==> config.mk <==
export PLATFORM = sky130hd
export DESIGN_NAME = csc_top
export DESIGN_NICKNAME = d
export VERILOG_FILES = /design/src/design/csc_pkg.sv /design/src/design/csc_top.sv
export SDC_FILE = /design/constraint.sdc
export NUM_CORES = 1
export LEC_CHECK = 0
export BUFFER_PORTS_ARGS = -buffer_cell sky130_fd_sc_hd__buf_2
export CORE_UTILIZATION = 55
export CTS_CLUSTER_DIAMETER = 100
export DETAILED_ROUTE_END_ITERATION = 8
export PLACE_DENSITY = 0.79
export SETUP_SLACK_MARGIN = 0.05
export SYNTH_ARGS = -nofsm -noshare
export SYNTH_HDL_FRONTEND = slang
export SYNTH_SLANG_ARGS = --single-unit
==> constraint.sdc <==
create_clock -name sys_clk_i -period 2.3 [get_ports sys_clk_i]
set_input_delay 0.46 -clock sys_clk_i [delete_from_list [all_inputs] [get_ports sys_clk_i]]
set_output_delay 0.46 -clock sys_clk_i [all_outputs]
set_load 0.01 [all_outputs]
==> src/design/csc_pkg.sv <==
// Constants and carriers for the clock synthesizer control block.
// Assumes a single 250 MHz system clock domain.
package csc_pkg;
	// ----------------------------------------
	// Register map
	// ----------------------------------------
	localparam logic [7:0]  CTRL_OFS   = 8'h00;
	localparam logic [7:0]  IRQ_ST_OFS = 8'h04;
	localparam logic [7:0]  IRQ_EN_OFS = 8'h08;
	localparam logic [7:0]  IRQ_CL_OFS = 8'h0c;
	localparam logic [15:0] CTRL_RST   = 16'h3f00;

	// Control register fields
	localparam int PRESC_BIT = 15;
	localparam int HALVE_BIT = 14;
	localparam int MOD_HI    = 13;
	localparam int MOD_LO    = 8;
	localparam int LOCK_BIT  = 3;

	// Interrupt status bits
	localparam int IRQ_GAIN = 0;
	localparam int IRQ_LOSS = 1;

	// ----------------------------------------
	// Divider and lock counts
	// ----------------------------------------
	localparam logic [2:0] PRE_TOP_SLOW = 3'h1;
	localparam logic [2:0] PRE_TOP_FAST = 3'h7;
	localparam logic [2:0] FIN_TOP      = 3'h7;
	localparam logic [2:0] LOCK_MATCHES = 3'h4;

	// ----------------------------------------
	// Carriers
	// ----------------------------------------
	typedef struct packed {
		logic        wr;
		logic        rd;
		logic [7:0]  addr;
		logic [15:0] wdata;
	} csc_req_t;

	typedef struct packed {
		logic       prescale;
		logic       halve_bypass;
		logic [5:0] modulus;
	} csc_cfg_t;
endpackage

==> src/design/csc_top.sv <==
// Clock synthesizer control: register, feedback divider, lock detect,
// power-up reset hold, output clock stage and interrupt.
// Assumes oscillator and reference pins toggle well below sys_clk_i / 4.
//
// Contract
// Lock is declared only when divided feedback matches the reference rate.
// Any change on either comparator input drops lock and forces a relock.
// The lock flag bit of the control register shows the current lock state.
// At power-up the chip reset output stays asserted until lock.
// The prescale bit makes a three-bit prescaler divide four times more.
// The modulus field loads a modulo-64 down counter dividing by modulus plus one.
// A change of prescale or modulus drops lock and needs a relock delay.
// The halve bypass bit clear gives a system clock of a quarter oscillator rate.
// Setting halve bypass doubles the system clock without any relock.
// System clock is reference times 4(modulus+1) times 2^(2*prescale+bypass).
// The control register resets to 16'h3f00, a divide-by-64 count.
// The multiplier spans 4 at lowest settings to 2048 with all bits set.
// Software must not pick settings exceeding oscillator or clock limits.
// A low mode pin at reset disables the synthesizer and its control bits.
// The lock flag is read-only; the three control fields are read-write.
//
// The address map and the strobed register port are this design's own decisions.
`timescale 1ns/1ps
module csc_top
	import csc_pkg::*;
(
	input  wire logic            sys_clk_i,
	input  wire logic            rst_n_i,
	input  wire csc_pkg::csc_req_t req_i,
	output logic [15:0]          rdata_o,
	input  wire logic            reference_input_i,
	input  wire logic            synth_oscillator_i,
	input  wire logic            clock_mode_pin_i,
	output logic                 sys_clk_out_o,
	output logic                 chip_rst_n_o,
	output logic                 irq_o
);
	import csc_pkg::*;

	// ----------------------------------------
	// Pin synchronisers
	// ----------------------------------------
	logic [1:0] ref_s_q, osc_s_q, mode_s_q;
	logic       ref_p_q, osc_p_q;

	// Two flops per pin, then an edge history flop
	always_ff @(posedge sys_clk_i or negedge rst_n_i) begin
		if (!rst_n_i) begin
			ref_s_q  <= 2'h0;
			osc_s_q  <= 2'h0;
			ref_p_q  <= 1'b0;
			osc_p_q  <= 1'b0;
		end else begin
			ref_s_q  <= {ref_s_q[0], reference_input_i};
			osc_s_q  <= {osc_s_q[0], synth_oscillator_i};
			ref_p_q  <= ref_s_q[1];
			osc_p_q  <= osc_s_q[1];
		end
	end

	// Mode pin tracked through reset, so its level is ready at release
	always_ff @(posedge sys_clk_i) begin
		mode_s_q <= {mode_s_q[0], clock_mode_pin_i};
	end

	logic ref_rise, osc_rise;
	assign ref_rise = ref_s_q[1] & ~ref_p_q;
	assign osc_rise = osc_s_q[1] & ~osc_p_q;

	// ----------------------------------------
	// Mode capture at reset release
	// ----------------------------------------
	logic mode_q, taken_q;

	// Mode level taken once, first cycles after release
	always_ff @(posedge sys_clk_i or negedge rst_n_i) begin
		if (!rst_n_i) begin
			mode_q  <= 1'b0;
			taken_q <= 1'b0;
		end else if (!taken_q) begin
			mode_q  <= mode_s_q[1];
			taken_q <= 1'b1;
		end
	end

	logic synth_on;
	assign synth_on = taken_q & mode_q;

	// ----------------------------------------
	// Control register
	// ----------------------------------------
	csc_cfg_t cfg_q;
	csc_cfg_t cfg_wr;
	logic     wr_ctrl, cfg_chg;

	assign wr_ctrl = req_i.wr && (req_i.addr == CTRL_OFS);
	assign cfg_wr  = '{prescale:     req_i.wdata[PRESC_BIT],
	                   halve_bypass: req_i.wdata[HALVE_BIT],
	                   modulus:      req_i.wdata[MOD_HI:MOD_LO]};
	// Only prescale or modulus change the oscillator
	assign cfg_chg = wr_ctrl && synth_on &&
	                 ((cfg_wr.prescale != cfg_q.prescale) ||
	                  (cfg_wr.modulus != cfg_q.modulus));

	// Writable fields; lock bit of the write data dropped
	always_ff @(posedge sys_clk_i or negedge rst_n_i) begin
		if (!rst_n_i) begin
			cfg_q <= '{prescale:     CTRL_RST[PRESC_BIT],
			           halve_bypass: CTRL_RST[HALVE_BIT],
			           modulus:      CTRL_RST[MOD_HI:MOD_LO]};
		end else if (wr_ctrl) begin
			cfg_q <= cfg_wr;
		end
	end

	// ----------------------------------------
	// Feedback divider
	// ----------------------------------------
	logic [2:0] pre_q, fin_q, pre_top;
	logic [5:0] mod_q;
	logic       pre_fire, mod_fire, fb_pulse;

	// Prescaler top: divide by 2, or by 8 when fast
	assign pre_top  = cfg_q.prescale ? PRE_TOP_FAST : PRE_TOP_SLOW;
	assign pre_fire = osc_rise && (pre_q >= pre_top);
	assign mod_fire = pre_fire && (mod_q == 6'h00);
	assign fb_pulse = mod_fire && (fin_q == FIN_TOP);

	// Prescaler, modulus down counter, final divide by 8
	always_ff @(posedge sys_clk_i or negedge rst_n_i) begin
		if (!rst_n_i) begin
			pre_q <= 3'h0;
			mod_q <= CTRL_RST[MOD_HI:MOD_LO];
			fin_q <= 3'h0;
		end else if (cfg_chg) begin
			pre_q <= 3'h0;
			mod_q <= cfg_wr.modulus;
			fin_q <= 3'h0;
		end else if (osc_rise) begin
			pre_q <= pre_fire ? 3'h0 : pre_q + 3'h1;
			if (mod_fire) begin
				mod_q <= cfg_q.modulus;
				fin_q <= fin_q + 3'h1;
			end else if (pre_fire) begin
				mod_q <= mod_q - 6'h01;
			end
		end
	end

	// ----------------------------------------
	// Lock detector
	// ----------------------------------------
	logic [1:0] fb_cnt_q;
	logic [2:0] good_q;
	logic       lock_q, match, overrun;

	assign match   = (fb_cnt_q == 2'h1);
	assign overrun = (fb_cnt_q == 2'h3);

	// Feedback pulses seen in the current reference period
	always_ff @(posedge sys_clk_i or negedge rst_n_i) begin
		if (!rst_n_i) begin
			fb_cnt_q <= 2'h0;
		end else if (ref_rise || cfg_chg) begin
			fb_cnt_q <= {1'b0, fb_pulse};
		end else if (fb_pulse && !overrun) begin
			fb_cnt_q <= fb_cnt_q + 2'h1;
		end
	end

	// Consecutive matching periods; any mismatch restarts
	always_ff @(posedge sys_clk_i or negedge rst_n_i) begin
		if (!rst_n_i) begin
			good_q <= 3'h0;
			lock_q <= 1'b0;
		end else if (!synth_on || cfg_chg) begin
			good_q <= 3'h0;
			lock_q <= 1'b0;
		end else if (overrun || (ref_rise && !match)) begin
			good_q <= 3'h0;
			lock_q <= 1'b0;
		end else if (ref_rise) begin
			if (good_q + 3'h1 >= LOCK_MATCHES) begin
				lock_q <= 1'b1;
			end else begin
				good_q <= good_q + 3'h1;
			end
		end
	end

	// ----------------------------------------
	// Output clock stage
	// ----------------------------------------
	logic half_q, clk_q;

	// Toggle per oscillator edge (bypass) or every second edge
	always_ff @(posedge sys_clk_i or negedge rst_n_i) begin
		if (!rst_n_i) begin
			half_q <= 1'b0;
			clk_q  <= 1'b0;
		end else if (!synth_on) begin
			half_q <= 1'b0;
			clk_q  <= ref_s_q[1];
		end else if (osc_rise) begin
			half_q <= ~half_q;
			if (cfg_q.halve_bypass || half_q) begin
				clk_q <= ~clk_q;
			end
		end
	end
	assign sys_clk_out_o = clk_q;

	// ----------------------------------------
	// Power-up reset hold
	// ----------------------------------------
	logic chip_rst_n_q;

	// Released once at first lock, or at once on external clock
	always_ff @(posedge sys_clk_i or negedge rst_n_i) begin
		if (!rst_n_i) begin
			chip_rst_n_q <= 1'b0;
		end else if (taken_q && (lock_q || !mode_q)) begin
			chip_rst_n_q <= 1'b1;
		end
	end
	assign chip_rst_n_o = chip_rst_n_q;

	// ----------------------------------------
	// Interrupts
	// ----------------------------------------
	logic [1:0] st_q, en_q, ev;
	logic       lock_p_q, irq_q;

	assign ev = {lock_p_q & ~lock_q, ~lock_p_q & lock_q};

	// Sticky status, set wins over clear
	always_ff @(posedge sys_clk_i or negedge rst_n_i) begin
		if (!rst_n_i) begin
			lock_p_q <= 1'b0;
			st_q     <= 2'h0;
			en_q     <= 2'h0;
			irq_q    <= 1'b0;
		end else begin
			lock_p_q <= lock_q;
			if (req_i.wr && (req_i.addr == IRQ_CL_OFS)) begin
				st_q <= (st_q & ~req_i.wdata[1:0]) | ev;
			end else begin
				st_q <= st_q | ev;
			end
			if (req_i.wr && (req_i.addr == IRQ_EN_OFS)) begin
				en_q <= req_i.wdata[1:0];
			end
			irq_q <= |(st_q & en_q);
		end
	end
	assign irq_o = irq_q;

	// ----------------------------------------
	// Read path
	// ----------------------------------------
	logic [15:0] rdata_q;

	// Data one cycle after the read strobe, zero elsewhere
	always_ff @(posedge sys_clk_i or negedge rst_n_i) begin
		if (!rst_n_i) begin
			rdata_q <= 16'h0000;
		end else if (!req_i.rd) begin
			rdata_q <= 16'h0000;
		end else if (req_i.addr == CTRL_OFS) begin
			rdata_q <= {cfg_q.prescale, cfg_q.halve_bypass, cfg_q.modulus,
			            4'h0, lock_q, 3'h0};
		end else if (req_i.addr == IRQ_ST_OFS) begin
			rdata_q <= {14'h0000, st_q};
		end else if (req_i.addr == IRQ_EN_OFS) begin
			rdata_q <= {14'h0000, en_q};
		end else begin
			rdata_q <= 16'h0000;
		end
	end
	assign rdata_o = rdata_q;
endmodule

==> impl_metrics.py <==
metrics = {
    "critical_path": {
        "endpoint_kind": "register",
        "crit_path_max_fanout": 14,
        "cp_top_family": "compound AO/OA/AOI/OAI gates",
        "worstSetupStartpointType": "register",
        "crit_slowest_cell": "a211oi_1",
        "crit_required_ns": 2.49,
        "arrival_ns": 2.28,
        "cp_num_buf_inv": 2,
        "path_class": "reg2reg",
        "slowest_delay_ns": 0.40,
        "path_cells": "inv_1, ha_1, a211oi_1, nor3_4, buf_12, and3_1, o31a_1, a211o_1",
    },
    "final_layout": {
        "final_nets": 323,
        "diodes": 0,
        "drive_above_1_share_pct": 30.6,
        "fillers": 354,
        "area_delta_synth_final_pct": 16.3,
    },
    "floorplanning": {
        "fp.dieH_um": 70.9,
        "die-area_um2": 5020,
        "num_rows": 24,
        "num_io_pins": 50,
        "coreArea_um2": 4440,
        "initial_core_util_pct": 58.7,
        "die_w_um": 70.9,
    },
    "power": {
        "ir_drop_uv": 582,
        "finalPower_mw": 2.41,
        "p_leak_nw": 1.46,
        "cellPowerDensity_nw_per_um2": 796,
    },
    "drt": {
        "wl_per_cell_um": 14.0,
        "drcViolationCount": 4,
        "antenna_left": 0,
        "num_vias": 1840,
        "drtPass1Iterations": 6,
        "drt-vias-per-instance": 5.48,
        "drtIter0Drc": 99,
        "wl_um": 4720,
    },
    "placement": {
        "portBuffers": 38,
        "hpwl_um": 3380,
        "place_congestion": 0.765,
    },
    "clock_tree": {
        "cts_max_level": 2,
        "clock_latency_ns": 0.31,
        "cts_root_buf": "clkbuf_8",
        "clockBufferDepth": 2,
        "tritoncts": "yes",
        "cts_buffers": 5,
        "cts.sinks": 56,
        "path_clk_slew_ns": 0.09,
    },
    "logic_synthesis": {
        "synth_area_leaders": "dfrtp_1 (40%), dfstp_2 (12%), mux2_2 (6.0%), ha_1 (4.3%), xor2_1 (3.7%)",
        "synth_compound_area_share_pct": 11.0,
        "ys.flop_type": "dfrtp_1",
        "yosysMostFrequentCell": "dfrtp_1",
        "muxShareOfSynthArea_pct": 6.81,
        "synth_edf_count": 0,
        "synth_cell_type_count": 43,
        "syn_inst": 231,
        "synth_common_cells": "dfrtp_1 (42), nand2_1 (18), o21ai_0 (15)",
        "synth_top_area_share_pct": 40.3,
        "yosys.area_share.simple_pct": 15.8,
        "synth.largest_area_cell": "dfrtp_1",
        "synthArstFlopShare_pct": 96.4,
        "syn_area_um2": 2610,
        "synth_top_family_by_area": "simple AND/OR/NAND/NOR gates",
        "ys_warn_count": 0,
        "syn_area_per_cell_um2": 11.3,
        "ys_seq_elements": 56,
        "synth_xor_area_share_pct": 4.37,
        "ys_seq_area_share_pct": 53.9,
        "yosys.area_share.adder_pct": 4.32,
    },
    "outcome": {
        "violations": "DRC",
        "status": "complete, but fails checks",
    },
    "grt": {
        "grt_pass1_vias": 1842,
        "grt_max_degree": 22,
        "grt-ovfl-total": 0,
        "track_usage_pct": 21.4,
        "grt_antenna_before_repair": 0,
        "grt_pass1_wl_um": 8360,
    },
    "timing": {
        "max_clock_freq_mhz": 478,
        "final.period_utilization_pct": 90.9,
        "slew_violations": 0,
        "holdWs_ns": 0.0936,
        "period_minus_slack_ns": 2.09,
        "rsz0062_at_grt": "false",
        "hold_viol": 0,
        "setup_viol": 0,
        "finalSetupTns_ns": 0,
        "finClkSkew_ns": 0.00693,
    },
    "run": {
        "maxCapViolations": 0,
    },
    "min_path": {
        "hold_path_class": "in2async",
    },
}
-- routing by layer --
layer / GRT usage (%) / share of wire (%) / vias up / routed length [um]
li1: - / - / 895 / -
met1: 29.4 / 47 / 891 / 2230
met2: 34.7 / 47 / 47 / 2240
met3: 4.27 / 4.2 / 7 / 196
met4: 6.44 / 1.1 / 0 / 54
met5: 0 / 0 / - / 0
-- per-stage QoR --
stage	setup WS, ns	util [%]	cell area [um2]	instances
final	0.209	68.2	3030	336
after global routing	0.0626	68.2	3030	336
after CTS	0.205	67.5	3000	333
after detailed placement	-0.00334	64.9	2890	325
after global placement	0.0346	64.9	2890	325
after floorplan	0.411	-	2620	235
-- flip-flops by register name, indices dropped and copies added, names as in the netlist, 2 cells and up --
register / cells
cfg_q: 8
good_q: 3
fin_q: 3
st_q: 2
en_q: 2
mod_q: 6
fb_cnt_q: 2
osc_s_q: 2
mode_s_q: 2
pre_q: 3
ref_s_q: 2
rdata_o: 11
-- repair_timing --
action                     in CTS  in global routing
pin swaps                       0                  1
buffers inserted                0                  3
gates resized for setup         1                  0
setup endpoints to repair       2                  3
hold buffers                    0                  0
cloned                          0                  0
-- cells in the final DEF, fill, tap and decap left out, types with 2 or more instances in the layout --
cell type / instances
dfrtp_1: 42
buf_2: 38
nand2_1: 18
o21ai_0: 15
nor2_1: 14
mux2_2: 14
dfstp_2: 12
xor2_1: 11
buf_4: 11
ha_1: 9
inv_1: 8
and2_1: 8
a21oi_1: 8
nor3_1: 7
conb_1: 6
nand3_1: 5
nor2b_1: 5
clkbuf_8: 5
a22oi_1: 4
nand4_1: 3
nor4_1: 3
a21o_1: 3
nand2b_1: 3
and3_1: 2
a22o_1: 2
a211oi_1: 2
o2bb2ai_1: 2
xnor2_1: 2
mux2i_1: 2
clkbuf_1: 2
dfxtp_1: 2
-- path summary, 6_finish.rpt --
| check | start | to | slack (ns) | cells after the start |
|---|---|---|---|---|
| setup / recovery | cfg_q[7]$_DFFE_PN0P_ | fb_cnt_q[0]$_DFFE_PN0P_ | 0.21 | 8 |
| hold / removal | rst_n_i | taken_q$_DFF_PN0_ | 0.09 | 1 |
| setup reg to reg | cfg_q[7]$_DFFE_PN0P_ | fb_cnt_q[0]$_DFFE_PN0P_ | 0.21 | 8 |
| hold reg to reg | mode_s_q[0]$_DFF_P_ | mode_s_q[1]$_DFF_P_ | 0.33 | 0 |
| max in group asynchronous | rst_n_i | cfg_q[4]$_DFFE_PN1P_ | 1.53 | 2 |
| min in group sys_clk_i | clock_mode_pin_i | mode_s_q[0]$_DFF_P_ | 0.25 | 1 |
-- power breakdown --
part | switching (mW) | internal [mW]
combinational | 0.294 | 0.261
sequential | 0.0969 | 1.13
clock | 0.303 | 0.326
-- cell type report --
class | count | area (um2) | share of cell area [%]
Sequential cell | 56 | 1410 | 46.4
Clock buffer | 7 | 76.3 | 2.52
Inverter | 8 | 30.0 | 0.990
Tap cell | 52 | 65.1 | 2.15
Clock inverter | 1 | 30.0 | 0.990
Multi-Input combinational cell | 162 | 1130 | 37.3
Timing Repair Buffer | 50 | 293 | 9.65
-- kinds of logic after synthesis --
kind of cell | count (synthesis)
buffers and inverters | 17
adder cells (fa/ha/maj) | 9
multiplexers | 16
XOR/XNOR | 13
AO/OA/AOI/OAI | 43
flip-flops | 56
AND/OR/NAND/NOR | 75
other | 2
-- worst reg2reg max path: cells and delay by family (launching register included) --
kind            cells  cell delay [ns]
fa+ha+maj           1             0.32
compound gates      3             0.72
flops               1             0.39
buf+inv             2             0.24
simple gates        2             0.30
Note: power is estimated with default switching activity, not from simulation.
